==> config.mk <==
export PLATFORM = sky130hd
export DESIGN_NAME = sdadc_seq
export DESIGN_NICKNAME = d
export VERILOG_FILES = /design/src/sdadc_pkg.sv /design/src/sdadc_mem_if.sv /design/src/sdadc_result_mem.sv /design/src/sdadc_seq.sv
export SDC_FILE = /design/constraint.sdc
export NUM_CORES = 1
export LEC_CHECK = 0
export BUFFER_PORTS_ARGS = -buffer_cell sky130_fd_sc_hd__buf_2
export CAP_MARGIN = 20
export CORE_MARGIN = 10
export CORE_UTILIZATION = 35
export CTS_BUF_LIST = sky130_fd_sc_hd__clkbuf_16
export CTS_CLUSTER_SIZE = 25
export DETAILED_ROUTE_END_ITERATION = 10
export GPL_ROUTABILITY_DRIVEN = 0
export GPL_TIMING_DRIVEN = 0
export SETUP_SLACK_MARGIN = 0.15
export SYNTH_ARGS = -nofsm -noshare
export SYNTH_HDL_FRONTEND = slang
export SYNTH_SLANG_ARGS = --single-unit
==> constraint.sdc <==
create_clock -name core_clk_in -period 10.2 [get_ports core_clk_in]
set_input_delay 0.51 -clock core_clk_in [delete_from_list [all_inputs] [get_ports core_clk_in]]
set_output_delay 0.51 -clock core_clk_in [all_outputs]
set_load 0.01 [all_outputs]
==> src/sdadc_pkg.sv <==
// Constants and types shared by the converter sequencer and its result store.
// Assumes one clock domain; offsets are Avalon byte addresses.

package sdadc_pkg;

	// ****************************************
	// Register offsets
	// ****************************************
	localparam logic [5:0] OFS_DATA0 = 6'h00;
	localparam logic [5:0] OFS_DATA1 = 6'h08;
	localparam logic [5:0] OFS_DATA2 = 6'h10;
	localparam logic [5:0] OFS_DATA3 = 6'h18;
	localparam logic [5:0] OFS_CSR = 6'h20;
	localparam logic [5:0] OFS_DIV = 6'h30;
	localparam logic [5:0] OFS_PWR = 6'h38;

	// ****************************************
	// Field positions
	// ****************************************
	localparam int CSR_OVR_BIT = 13;
	localparam int CSR_IE_LSB = 8;
	localparam int CSR_SINGLE_BIT = 6;
	localparam int CSR_SEL_LSB = 4;
	localparam int CSR_DA_LSB = 0;
	localparam int PWR_BIT = 0;

	// ****************************************
	// Reset values and sizes
	// ****************************************
	localparam int NUM_CH = 4;
	localparam logic [15:0] DATA_RST = 16'h0000;
	localparam logic [11:0] DIV_RST = 12'h005;
	localparam logic [11:0] DIV_MIN = 12'h002;

	// ****************************************
	// Frame timing, in oversampling cycles
	// ****************************************
	localparam logic [8:0] FRAME_LAST = 9'h1ff;
	localparam logic [1:0] KEEP_PHASE = 2'h3;
	localparam logic [15:0] MID_SCALE = 16'h8000;

	// ****************************************
	// Bus handshake states
	// ****************************************
	typedef enum logic [1:0] {
		SDADC_BUS_IDLE = 2'b00,
		SDADC_BUS_WAIT = 2'b01,
		SDADC_BUS_DONE = 2'b10
	} sdadc_bus_state_t;

endpackage : sdadc_pkg

==> src/sdadc_mem_if.sv <==
// Interface between the sequencer and its result store.
// Assumes both ends run on the same clock.
`timescale 1ns/1ps

interface sdadc_mem_if;
	logic we;
	logic [1:0] waddr;
	logic [15:0] wdata;
	logic [1:0] raddr;
	logic [15:0] rdata;

	// Sequencer side
	modport owner (output we, output waddr, output wdata, output raddr,
		input rdata);
	// Store side
	modport store (input we, input waddr, input wdata, input raddr,
		output rdata);
endinterface : sdadc_mem_if

==> src/sdadc_result_mem.sv <==
// Four-word store of channel results with registered read data.
// Assumes writes and reads come from logic on core_clk_in.
`timescale 1ns/1ps

module sdadc_result_mem (
	// Clock and reset
	input wire logic core_clk_in,
	input wire logic rst_in,
	// Access port
	sdadc_mem_if.store store_if
);

	logic [15:0] words [sdadc_pkg::NUM_CH];

	// ****************************************
	// Storage
	// ****************************************

	// Write port, cleared by reset
	always_ff @(posedge core_clk_in) begin
		if (rst_in) begin
			for (int i = 0; i < sdadc_pkg::NUM_CH; i++) begin
				words[i] <= sdadc_pkg::DATA_RST;
			end
		end else if (store_if.we) begin
			words[store_if.waddr] <= store_if.wdata;
		end
	end

	// Registered read port
	always_ff @(posedge core_clk_in) begin
		if (rst_in) begin
			store_if.rdata <= sdadc_pkg::DATA_RST;
		end else begin
			store_if.rdata <= words[store_if.raddr];
		end
	end

endmodule : sdadc_result_mem

==> src/sdadc_seq.sv <==
// Sequencer of a four-channel sigma-delta converter: divider, frames,
// channel selection, result storage, flags and Avalon-MM registers.
// Assumes the modulator bit is asynchronous and clk_stop_in is on-clock.
//
// Overview of operation
// - round-robin gives each channel one 512-cycle frame
// - first frame cycle resets modulator, clears filter
// - after 511 filtered cycles store 16-bit sample
// - round-robin advances channel each frame, endlessly
// - single mode keeps one frame of four
// - asynchronous inputs pass a two-stage synchroniser
// - oversampling clock is bus clock over 2*divider, divider below two run as two
// - divider field reads back as zero
// - divider resets to five, division by ten
// - result is signed, input minus mid-scale
// - overrun bit 13 sticky until written zero
// - enables in bits 11:8 gate channel interrupts
// - ready flags set on sample, written zero clears
// - bit 6 picks single mode, bits 5:4 channel
// - ascending order round-robin, selected channel only otherwise
// - result in bits 15:7, low seven bits zero
// - analog power control cleared by reset
// - clock gate input stops the oversampling clock only
`timescale 1ns/1ps

module sdadc_seq (
	// Clock and reset
	input wire logic core_clk_in,
	input wire logic rst_in,
	// Avalon-MM slave
	input wire logic [5:0] avs_address_in,
	input wire logic avs_read_in,
	input wire logic avs_write_in,
	input wire logic [3:0] avs_byteenable_in,
	input wire logic [31:0] avs_writedata_in,
	output logic [31:0] avs_readdata_out,
	output logic avs_waitrequest_out,
	// Modulator
	input wire logic mod_bit_in,
	output logic mod_clk_out,
	output logic mod_reset_out,
	output logic [1:0] mod_channel_out,
	// System
	input wire logic clk_stop_in,
	output logic analog_power_out,
	output logic irq_out
);

	sdadc_mem_if mem_if ();

	sdadc_result_mem u_mem (
		.core_clk_in(core_clk_in),
		.rst_in(rst_in),
		.store_if(mem_if.store)
	);

	// ****************************************
	// Address decoding
	// ****************************************

	// True for any of the four result registers
	function automatic logic is_data(input logic [5:0] a);
		is_data = (a == sdadc_pkg::OFS_DATA0) ||
			(a == sdadc_pkg::OFS_DATA1) ||
			(a == sdadc_pkg::OFS_DATA2) ||
			(a == sdadc_pkg::OFS_DATA3);
	endfunction : is_data

	// ****************************************
	// Registers
	// ****************************************
	sdadc_pkg::sdadc_bus_state_t bus_state;
	logic [11:0] divider, div_cnt, div_eff;
	logic [8:0] frame_cnt, ones, next_ones;
	logic [3:0] irq_en, ready;
	logic [2:0] mode_prev;
	logic [1:0] single_chan, phase, chan;
	logic single_mode, overrun, os_tick, bit_meta, bit_sync;
	logic frame_end, mode_change, keep;
	logic bus_req, wr_done, wr_lo, wr_hi;

	assign bus_req = avs_read_in | avs_write_in;
	assign wr_done = avs_write_in && (bus_state == sdadc_pkg::SDADC_BUS_DONE);
	assign wr_lo = wr_done && (avs_address_in == sdadc_pkg::OFS_CSR) &&
		avs_byteenable_in[0];
	assign wr_hi = wr_done && (avs_address_in == sdadc_pkg::OFS_CSR) &&
		avs_byteenable_in[1];

	// ****************************************
	// Bus handshake
	// ****************************************

	// Two wait cycles, then one answer cycle
	always_ff @(posedge core_clk_in) begin
		if (rst_in) begin
			bus_state <= sdadc_pkg::SDADC_BUS_IDLE;
		end else begin
			case (bus_state)
				sdadc_pkg::SDADC_BUS_IDLE: begin
					if (bus_req) begin
						bus_state <= sdadc_pkg::SDADC_BUS_WAIT;
					end
				end
				sdadc_pkg::SDADC_BUS_WAIT: begin
					bus_state <= sdadc_pkg::SDADC_BUS_DONE;
				end
				default: begin
					bus_state <= sdadc_pkg::SDADC_BUS_IDLE;
				end
			endcase
		end
	end

	assign avs_waitrequest_out = bus_req &&
		(bus_state != sdadc_pkg::SDADC_BUS_DONE);
	assign mem_if.raddr = avs_address_in[4:3];

	// Read data loaded one edge before the answer cycle
	always_ff @(posedge core_clk_in) begin
		if (rst_in) begin
			avs_readdata_out <= 32'h0000_0000;
		end else if (bus_state == sdadc_pkg::SDADC_BUS_WAIT) begin
			if (is_data(avs_address_in)) begin
				avs_readdata_out <= {16'h0000, mem_if.rdata};
			end else if (avs_address_in == sdadc_pkg::OFS_CSR) begin
				avs_readdata_out <= {18'h0, overrun, 1'b0, irq_en, 1'b0,
					single_mode, single_chan, ready};
			end else if (avs_address_in == sdadc_pkg::OFS_PWR) begin
				avs_readdata_out <= {31'h0, analog_power_out};
			end else begin
				avs_readdata_out <= 32'h0000_0000;
			end
		end
	end

	// Control fields written by software
	always_ff @(posedge core_clk_in) begin
		if (rst_in) begin
			divider <= sdadc_pkg::DIV_RST;
			irq_en <= 4'h0;
			single_mode <= 1'b0;
			single_chan <= 2'h0;
			analog_power_out <= 1'b0;
		end else begin
			if (wr_lo) begin
				single_mode <= avs_writedata_in[sdadc_pkg::CSR_SINGLE_BIT];
				single_chan <= avs_writedata_in[sdadc_pkg::CSR_SEL_LSB +: 2];
			end
			if (wr_hi) begin
				irq_en <= avs_writedata_in[sdadc_pkg::CSR_IE_LSB +: 4];
			end
			if (wr_done && avs_address_in == sdadc_pkg::OFS_DIV &&
				avs_byteenable_in[0] && avs_byteenable_in[1]) begin
				divider <= avs_writedata_in[11:0];
			end
			if (wr_done && avs_address_in == sdadc_pkg::OFS_PWR &&
				avs_byteenable_in[0]) begin
				analog_power_out <= avs_writedata_in[sdadc_pkg::PWR_BIT];
			end
		end
	end

	// ****************************************
	// Oversampling clock
	// ****************************************

	// Unsupported settings below two run as two
	assign div_eff = (divider < sdadc_pkg::DIV_MIN) ? sdadc_pkg::DIV_MIN :
		divider;

	// Half period of div_eff bus cycles; stopped by the clock gate
	always_ff @(posedge core_clk_in) begin
		if (rst_in) begin
			div_cnt <= 12'h000;
			mod_clk_out <= 1'b0;
		end else if (!clk_stop_in) begin
			if (div_cnt >= div_eff - 12'h001) begin
				div_cnt <= 12'h000;
				mod_clk_out <= ~mod_clk_out;
			end else begin
				div_cnt <= div_cnt + 12'h001;
			end
		end
	end

	assign os_tick = !clk_stop_in && !mod_clk_out &&
		(div_cnt >= div_eff - 12'h001);

	// Modulator bit synchroniser
	always_ff @(posedge core_clk_in) begin
		if (rst_in) begin
			bit_meta <= 1'b0;
			bit_sync <= 1'b0;
		end else begin
			bit_meta <= mod_bit_in;
			bit_sync <= bit_meta;
		end
	end

	// ****************************************
	// Frame sequencing
	// ****************************************
	assign mode_change = mode_prev != {single_mode, single_chan};
	assign frame_end = os_tick && (frame_cnt == sdadc_pkg::FRAME_LAST);
	assign keep = !single_mode || (phase == sdadc_pkg::KEEP_PHASE);
	assign next_ones = ones + {8'h00, bit_sync};

	// Frame counter, restarted by a mode change
	always_ff @(posedge core_clk_in) begin
		if (rst_in) begin
			frame_cnt <= 9'h000;
			mode_prev <= 3'h0;
		end else begin
			mode_prev <= {single_mode, single_chan};
			if (mode_change) begin
				frame_cnt <= 9'h000;
			end else if (os_tick) begin
				frame_cnt <= frame_cnt + 9'h001;
			end
		end
	end

	// Modulator reset during the first cycle of each frame
	always_ff @(posedge core_clk_in) begin
		if (rst_in) begin
			mod_reset_out <= 1'b1;
		end else begin
			mod_reset_out <= mode_change || (frame_cnt == 9'h000);
		end
	end

	// Decimation: count of ones over the frame's last 511 cycles
	always_ff @(posedge core_clk_in) begin
		if (rst_in) begin
			ones <= 9'h000;
		end else if (mode_change ||
			(os_tick && frame_cnt == 9'h000)) begin
			ones <= 9'h000;
		end else if (os_tick && !frame_end) begin
			ones <= next_ones;
		end
	end

	// Channel and single-mode phase
	always_ff @(posedge core_clk_in) begin
		if (rst_in) begin
			chan <= 2'h0;
			phase <= 2'h0;
		end else if (mode_change) begin
			chan <= single_mode ? single_chan : 2'h0;
			phase <= 2'h0;
		end else if (frame_end) begin
			phase <= phase + 2'h1;
			if (!single_mode) begin
				chan <= chan + 2'h1;
			end
		end
	end

	assign mod_channel_out = chan;

	// Result write: signed, mid-scale at zero, low bits zero
	assign mem_if.we = frame_end && keep && !mode_change;
	assign mem_if.waddr = chan;
	assign mem_if.wdata = {next_ones, 7'h00} - sdadc_pkg::MID_SCALE;

	// ****************************************
	// Flags and interrupt
	// ****************************************

	// Ready flags: set wins over a software clear
	for (genvar gi = 0; gi < sdadc_pkg::NUM_CH; gi++) begin : g_ready
		always_ff @(posedge core_clk_in) begin
			if (rst_in) begin
				ready[gi] <= 1'b0;
			end else if (mem_if.we && mem_if.waddr == 2'(gi)) begin
				ready[gi] <= 1'b1;
			end else if (wr_lo &&
				!avs_writedata_in[sdadc_pkg::CSR_DA_LSB + gi]) begin
				ready[gi] <= 1'b0;
			end
		end
	end

	// Overrun: sticky, set wins over a software clear
	always_ff @(posedge core_clk_in) begin
		if (rst_in) begin
			overrun <= 1'b0;
		end else if (mem_if.we && ready[mem_if.waddr]) begin
			overrun <= 1'b1;
		end else if (wr_hi && !avs_writedata_in[sdadc_pkg::CSR_OVR_BIT]) begin
			overrun <= 1'b0;
		end
	end

	// Interrupt request, one cycle after the flags
	always_ff @(posedge core_clk_in) begin
		if (rst_in) begin
			irq_out <= 1'b0;
		end else begin
			irq_out <= |(ready & irq_en);
		end
	end
endmodule : sdadc_seq

==> results of run 1 <==
[worst paths after layout]
path,startpoint,endpoint,slack (ns),depth (start not counted)
max,divider[5]$_SDFFE_PP0P_,u_mem.words[1][9]$_SDFFCE_PN0P_,5.49,16
min,mod_bit_in,bit_meta$_SDFF_PP0_,0.31,2
max reg2reg,divider[5]$_SDFFE_PP0P_,u_mem.words[1][9]$_SDFFCE_PN0P_,5.49,16
min reg2reg,bit_meta$_SDFF_PP0_,bit_sync$_SDFF_PP0_,0.44,1
[kinds of logic (layout without fill, tap and decap cells)]
group / count (synthesis) / count (layout) / synth area share
AOI/OAI and AO/OA: 81 / 81 / 0.0877
buffers and inverters: 49 / 128 / 0.0482
other: 1 / 16 / 0.000607
muxes: 31 / 31 / 0.0704
and+or+nand+nor: 268 / 268 / 0.219
adders and majority gates: 24 / 24 / 0.0486
xor gates and xnor gates: 32 / 32 / 0.0466
DFF: 130 / 130 / 0.479
[per-layer routing]
metal / up-vias / track usage / wire [microns]
met2: 76 / 0.209 / 7010
li1: 2321 / - / -
met1: 2216 / 0.147 / 6640
met4: 0 / 0.0422 / 165
met3: 15 / 0.0396 / 675
met5: - / 0 / 0
[area by class of cell]
| class | instances | area, sq um | share of cell area |
|---|---|---|---|
| inverters | 7 | 26.3 | 0.00361 |
| plain buffers | 42 | 272 | 0.0373 |
| clock inverters | 15 | 92.6 | 0.0127 |
| repair buffers | 47 | 235 | 0.0323 |
| well taps | 225 | 282 | 0.0387 |
| multi-input cells | 452 | 2980 | 0.409 |
| clock buffers | 17 | 425 | 0.0585 |
| flip-flops and latches | 130 | 2960 | 0.407 |
[where the power goes]
group / total, mW / switching (mW) / internal [mW]
sequential: 0.550 / 0.00567 / 0.544
clock: 0.534 / 0.210 / 0.324
combinational: 0.0616 / 0.0353 / 0.0263
total: 1.15 / 0.251 / 0.894
[registers in the layout, summed over array words and instances, names as in the netlist]
name / count
avs_readdata_out: 16
mod_clk_out: 1
irq_out: 1
u_mem.words: 36
mode_prev: 3
u_mem.store_if.rdata: 9
mod_channel_out: 2
div_cnt: 12
frame_cnt: 9
ones: 9
irq_en: 4
analog_power_out: 1
divider: 12
ready: 4
phase: 2
bit_sync: 1
bit_meta: 1
single_mode: 1
mod_reset_out: 1
bus_state: 2
overrun: 1
single_chan: 2
[cell usage after synthesis, types with 2 or more instances]
library cell / count / area, sq um
sky130_fd_sc_hd__buf_2: 6 / 30.0
sky130_fd_sc_hd__o21ai_2: 2 / 17.5
sky130_fd_sc_hd__mux4_2: 10 / 225
sky130_fd_sc_hd__a31oi_1: 3 / 18.8
sky130_fd_sc_hd__mux2i_1: 21 / 210
sky130_fd_sc_hd__xnor2_1: 21 / 184
sky130_fd_sc_hd__dfxtp_1: 94 / 1880
sky130_fd_sc_hd__buf_4: 18 / 135
sky130_fd_sc_hd__a21oi_1: 34 / 170
sky130_fd_sc_hd__o2bb2ai_1: 5 / 43.8
sky130_fd_sc_hd__a21oi_2: 3 / 26.3
sky130_fd_sc_hd__xor2_1: 10 / 87.6
sky130_fd_sc_hd__inv_1: 7 / 26.3
sky130_fd_sc_hd__clkbuf_1: 12 / 45.0
sky130_fd_sc_hd__a22oi_1: 3 / 22.5
sky130_fd_sc_hd__a21o_1: 4 / 30.0
sky130_fd_sc_hd__and2_1: 7 / 43.8
sky130_fd_sc_hd__or4_1: 4 / 30.0
sky130_fd_sc_hd__nor4_1: 4 / 25.0
sky130_fd_sc_hd__nand2_1: 57 / 214
sky130_fd_sc_hd__o221ai_1: 7 / 61.3
sky130_fd_sc_hd__edfxtp_1: 36 / 1080
sky130_fd_sc_hd__o21ai_0: 5 / 25.0
sky130_fd_sc_hd__or3_2: 2 / 15.0
sky130_fd_sc_hd__nor2_2: 2 / 12.5
sky130_fd_sc_hd__o31ai_1: 3 / 22.5
sky130_fd_sc_hd__nand2b_1: 13 / 81.3
sky130_fd_sc_hd__ha_1: 24 / 300
sky130_fd_sc_hd__a221oi_1: 5 / 43.8
sky130_fd_sc_hd__nand3_2: 2 / 20.0
sky130_fd_sc_hd__nor2_1: 86 / 323
sky130_fd_sc_hd__nor3_1: 12 / 60.1
sky130_fd_sc_hd__nand4_1: 6 / 37.5
sky130_fd_sc_hd__nor2b_1: 18 / 113
sky130_fd_sc_hd__buf_6: 4 / 45.0
sky130_fd_sc_hd__and3_1: 18 / 113
sky130_fd_sc_hd__nand3b_1: 3 / 22.5
sky130_fd_sc_hd__nand3_1: 22 / 110
[placed cells by master, fill, tap and decap left out, types with 21 or more instances in the layout]
cell	instances
sky130_fd_sc_hd__mux2i_1	21
sky130_fd_sc_hd__buf_2	53
sky130_fd_sc_hd__edfxtp_1	36
sky130_fd_sc_hd__xnor2_1	21
sky130_fd_sc_hd__nor2_1	86
sky130_fd_sc_hd__nand2_1	57
sky130_fd_sc_hd__dfxtp_1	94
sky130_fd_sc_hd__a21oi_1	34
sky130_fd_sc_hd__nand3_1	22
sky130_fd_sc_hd__ha_1	24
[through the flow]
| step | cells | setup WS (ns) | util | power (mW) | instance area [sq um] |
|---|---|---|---|---|---|
| after floorplan | 631 | 6.34 | - | 0.600 | 6240 |
| after global placement | 903 | 5.64 | 0.390 | 0.620 | 6750 |
| after CTS | 935 | 5.49 | 0.420 | 1.15 | 7270 |
| after global routing | 935 | 5.07 | 0.420 | 1.19 | 7270 |
| final | 935 | 5.49 | 0.420 | 1.15 | 7270 |
| after detailed placement | 903 | 5.53 | 0.390 | 0.623 | 6750 |
[critical path, cell delays in order (launching register included)]
cell,delay (ns)
sky130_fd_sc_hd__dfxtp_1,0.36
sky130_fd_sc_hd__or4_4,0.59
sky130_fd_sc_hd__nor4_4,0.19
sky130_fd_sc_hd__nand2_1,0.08
sky130_fd_sc_hd__o21ai_0,0.28
sky130_fd_sc_hd__ha_1,0.27
sky130_fd_sc_hd__nand2_1,0.12
sky130_fd_sc_hd__nor4_1,0.27
sky130_fd_sc_hd__xnor2_1,0.13
sky130_fd_sc_hd__ha_1,0.28
sky130_fd_sc_hd__and4_4,0.22
sky130_fd_sc_hd__nand3_2,0.16
sky130_fd_sc_hd__nor2_2,0.18
sky130_fd_sc_hd__a21o_2,0.13
sky130_fd_sc_hd__buf_2,0.19
sky130_fd_sc_hd__nand3_1,0.35
sky130_fd_sc_hd__nand2b_1,0.53
==> impl.org, run 1 <==
** Detailed routing
- Detail-routed net length per standard cell :: 15.5 microns
- Final wirelength :: 14500 microns
- Summing over every cut layer, the via total after detailed routing is about 4600.
- Antenna-violating nets left :: 0
- Violation count after the first detailed-routing iteration :: 294
- Dividing the detail-routed via count by the number of cells gives 4.95.
- Number of DRC violations after detailed routing :: 0
- Pre-Repair DR Iteration Count :: 4

** Synth
- Each instance of the synthesized netlist takes up on average approximately 10 sq um.
- Asr flop ratio synth :: 0
- Yosys mapped the design onto 61 distinct sky130hd cell types.
- Sequential-to-total area share from yosys stat :: 0.479
- Summing every instance area after synthesis gives 6180 sq um.
- In this run, synthesis produced a sequential element count of between 100 and 150.
- Number of synthesized flops with an enable pin :: 36
- Warnings from Yosys :: 0
- Leading register cell type out of synthesis :: sky130_fd_sc_hd__dfxtp_1
- Number of instances in the synthesized netlist :: about 600

** Clock network
- CTS tree :: done
- The root buffer cell chosen for the clock tree is sky130_fd_sc_hd__clkbuf_16.
- Count of instances resized after the clock tree is built :: 0
- Sinks on Clock Net :: 130
- Clk pin slew, worst setup/hold paths :: about 0.06 ns
- Number of buffers inserted by hold repair at cts :: 0
- Number of buffers inserted by post-CTS setup repair :: 0
- No sink is reached through more buffers than the 2 on the longest clock path.
- Counting the buffers created by CTS gives 17.
- H-Tree Level Count :: 4
- For the worst-skew pair, the clock arrives at the later sink with an insertion delay of 0.42 ns.

** STA
- Minimum clock period :: around 4.7 ns
- Across all hold checks on the routed design, the worst slack comes to about 0.31 ns.
- Setup repair after global routing left no endpoint under its margin.
- In the final timing run, aggregate negative setup slack is 0 ns.
- Headroom to the max-slew limit :: 0.317
- Between clock sinks in the finished design, the worst skew comes to 0.00947 ns.
- Count of final hold-check violations :: 0
- Final setup violation count :: 0
- Of the available clock period, the critical path in the final layout requires 0.462.
- FMAX :: ~210 MHz
- For the pin with the worst max-slew slack, the measured transition is a little over 1 ns.
- The final-report max-slew violation count came to 0.

** Critical path
- Data arrives at the worst endpoint at 4.77 ns.
- Kind of capture point of the worst setup path :: flip-flop
- STA classifies the critical path startpoint as a flip-flop.
- CP Max Fanout :: 9
- Type of the worst setup path :: flip-flop to flip-flop
- Required time at the endpoint of the critical path :: 10.25 ns

** Floorplanning
- just under 90 I/O pins were placed.
- Die height :: roughly 150 microns
- In this run the core area contains 48 standard-cell rows.
- The die is 153 microns wide.
- The die covers 23400 sq um.
- The total area inside the core boundary comes to around 17000 sq um.
- The initial utilization of the core area, before any placement, comes to 0.357.

** Pwr
- For this design the ratio of total power to cell area is about 160 nW/um^2.
- For this design the static power due to leakage is around 3.0 nW.
- VDD sags by at most between 0.09 and 0.1 mV.

** Global routing
- Number of antenna violations at the first check in global routing :: 0
- For this run, the total global-route usage over all layers was measured as 0.125.
- Residual overflow from global routing :: 0
- Pin count of the biggest net entering global routing :: 17
- The number of global-route vias before repair came to 4656.
- The first global-routing pass estimated ~24000 microns of wire.

** Layout
- Layout filler cell count :: between 1500 and 2000
- Compared with the post-synthesis result, the final layout area differs by 17.7%.
- Share of layout cells above drive strength 1 :: 0.180
- 0 antenna diodes ended up in the layout.
- The net count of the finished layout is between 700 and 800.

** Placed design
- Buffers placed on the I/O ports in this run total 47.
- After legalization and detailed placement, the total HPWL measured ~11000 microns.

** Min path
- The worst hold path belongs to the class input pin to flip-flop.

** Job
- Max-cap violations in this run came to 0.

** Run status
- Run status :: completed
Power figures use the tool's default switching activity.
==> inputs of run 2 (changes only) <==
Clock period 10.2 ns to 4.8 ns, I/O delays scaled along.
==> impl.org, run 2 (synthesized netlist as in run 1, its figures left out) <==
** Run status
- The run finished with clean final reports.

** Detailed routing
- Routed vias/inst :: 4.97
- The routed design has between 10000 and 15000 microns of wire.
- For this block, the initial DRC count from the detailed router was 260.
- The first detailed-routing pass took 5 iterations.
- Number of DRC violations after detailed routing :: 0
- Detail-routed net length per standard cell :: between 15 and 20 microns
- Vias post-DR :: roughly 4600
- In this run the remaining antenna-violating nets after routing total 0.

** Layout
- Post-Layout Cell Count :: 935
- The register with the most flip-flops in the final layout is u_mem.words.
- Share of layout cells above drive strength 1 :: 0.190
- Fin area :: between 7000 and 8000 sq um
- In the final design database the tool counted between 700 and 800 nets.
- Share of the core filled with cells in the final layout :: 0.423
- 0 antenna diodes ended up in the layout.
- Synthesis-to-finish area growth :: 18.3%
- The largest registers in the layout are u_mem.words: 36 flops, avs_readdata_out: 16 flops.
- Number of flip-flops in the largest register :: 36
- The library cells used most frequently in the layout, excluding fill and tap cells, are 94 x sky130_fd_sc_hd__dfxtp_1, 86 x sky130_fd_sc_hd__nor2_1, 57 x sky130_fd_sc_hd__nand2_1, 53 x sky130_fd_sc_hd__buf_2, 36 x sky130_fd_sc_hd__edfxtp_1.
- Counting the fill cells in the layout gives between 1500 and 2000.
- Leaving out fill and tap cells, the most frequent cell in the layout is sky130_fd_sc_hd__dfxtp_1.
- Summing all multi-input logic gate instances after layout gives approximately 3000 sq um.
- Reg area :: 2960 sq um

** Critical path
- STA puts the critical path data required time at between 4 and 5 ns.
- CP Max Fanout :: 9
- The critical path in this run is classified as flip-flop to flip-flop.
- The worst setup path is captured at a flip-flop.
- STA puts the critical path data arrival time at 4.32 ns.
- Startpoint kind of the worst setup timing path :: flip-flop

** Global routing
- The number of global-route vias before repair is roughly 4700.
- The first global-routing pass estimated 23700 microns of wire.
- In the global route stage, overall resource usage came out at 0.125.
- The initial antenna violation count is 0.
- Residual overflow from global routing :: 0
- Pin count of the biggest net entering global routing :: 17

** Placed design
- Buffers added on ports :: between 40 and 50
- Post-DP HPWL :: 11100 microns
- Cell total after placement :: 903
- Area post-placement :: a little under 7000 sq um
- Before CTS, the worst setup slack after placement is between 0.1 and 0.15 ns.

** Pwr
- Internal power comes to between 1.5 and 2 mW.
- Lkg Pwr :: a little under 3 nW
- Psw :: ~0.53 mW
- Of the total power, registers draw 0.479.
- In this run the power density over the cells is between 300 and 400 nW/um^2.
- The completed layout was analyzed and its total power is between 2 and 2.5 mW.
- The share of total power dissipated in combinational logic is 0.054.
- Fraction of power spent switching nets :: 0.219
- Clk network pwr share :: 0.466
- Worst voltage drop across the vdd grid :: between 0.2 and 0.25 mV

** STA
- At the pin with the least slew margin, the transition time is slightly above 0.8 ns.
- Measured against its own limit, the worst slew margin works out to 0.456.
- Setup violations remaining at the end of the flow were counted as 0.
- Final hold analysis gives a worst-case slack of roughly 0.04 ns.
- The clock period could shrink to ~4.2 ns.
- Static timing analysis puts the maximum clock frequency at 238 MHz.
- The final-report max-slew violation count was 0.
- The number of failing hold endpoints at the final stage was 0.
- Setup slack of the critical path after layout :: 0.591 ns
- Between clock sinks in the finished design, the worst skew comes to between 0.009 and 0.01 ns.
- Setup TNS after final layout :: 0 ns
- Ratio of final minimum period to clock period :: 0.877
- Setup repair after global routing left no endpoint under its margin.

** Job
- Max-cap violations in this run came to 0.

** Clock network
- TritonCTS built the clock tree.
- Clock-pin slew was measured on the worst setup and hold paths at 0.06 ns.
- The cell sitting at the root of the clock tree is a sky130_fd_sc_hd__clkbuf_16.
- Max clock buf depth :: 2
- For this design, the CTS-stage hold fixing added 0 buffers.
- TritonCTS Buffers :: 17
- The later pin in the worst-skew pair is clocked with a latency of 0.41 ns.
- H-Tree Level Count :: 4
- Counting every sink on the clock net gives between 100 and 150.

** Min path
- Hold Crit Class :: input pin to flip-flop

** Floorplanning
- CORE AREA :: between 15000 and 20000 sq um
- Row count :: 48
- Boundary Pins :: just under 90
- For this configuration, the core starts out at a cell density of 0.357.
- The floorplan step set the die width to 153 microns.
- Measured along the y axis, the die boundary spans around 150 microns.
- DIE AREA :: 23400 sq um
## run 2: power groups by stage
| stage | combinational [mW] | sequential, mW | clock [mW] |
|---|---|---|---|
| 2_1_floorplan | 0.0865 | 1.19 | 0 |
| 3_3_place_gp | 0.129 | 1.19 | 0 |
| 3_5_place_dp | 0.131 | 1.19 | 0 |
| 4_1_cts | 0.132 | 1.17 | 1.15 |
| 5_1_grt | 0.147 | 1.17 | 1.21 |
| 6_report | 0.133 | 1.17 | 1.14 |
## run 2: worst max-delay path, cell delays in order (launching register included)
cell and delay (ns):
sky130_fd_sc_hd__dfxtp_1 0.36, sky130_fd_sc_hd__or4_4 0.59, sky130_fd_sc_hd__nor4_4 0.19, sky130_fd_sc_hd__nand2_1 0.08, sky130_fd_sc_hd__o21ai_1 0.21, sky130_fd_sc_hd__ha_1 0.25
sky130_fd_sc_hd__nand2_1 0.12, sky130_fd_sc_hd__nor4_1 0.27, sky130_fd_sc_hd__xnor2_1 0.13, sky130_fd_sc_hd__ha_1 0.28, sky130_fd_sc_hd__and4_4 0.22, sky130_fd_sc_hd__nand3_2 0.16
sky130_fd_sc_hd__nor2_2 0.18, sky130_fd_sc_hd__a21o_2 0.13, sky130_fd_sc_hd__buf_2 0.21, sky130_fd_sc_hd__nand3_2 0.26, sky130_fd_sc_hd__nand2b_4 0.25
## run 2: metal layers
metal  track usage  vias up  routed length [microns]
li1              -     2323                        -
met4        0.0422        0                      166
met5             0        -                        0
met3        0.0396       15                      777
met2         0.209       98                     6970
met1         0.147     2208                     6580
## run 2: final timing paths
path                                              start                              end  slack [ns]  cells past startpoint
worst max-delay path            divider[5]$_SDFFE_PP0P_  u_mem.words[1][9]$_SDFFCE_PN0P_        0.59                     16
worst min register to register      bit_meta$_SDFF_PP0_              bit_sync$_SDFF_PP0_        0.44                      1
worst min-delay path                         mod_bit_in              bit_meta$_SDFF_PP0_        0.04                      2
worst max register to register  divider[5]$_SDFFE_PP0P_  u_mem.words[1][9]$_SDFFCE_PN0P_        0.59                     16
## run 2: timing repair
action	in CTS	in global routing
hold endpoints to repair	0	0
gates resized for setup	3	8
setup buffers	0	0
pin swaps	0	0
setup endpoints to repair	27	36
## run 2: layout make-up
cell class	count	area share
multi-input combinational	452	0.413
sequential	130	0.405
clock buffer	17	0.0582
tap	225	0.0385
buffer	42	0.0371
timing repair buffer	47	0.0322
clock inverter	15	0.0127
inverter	7	0.00359
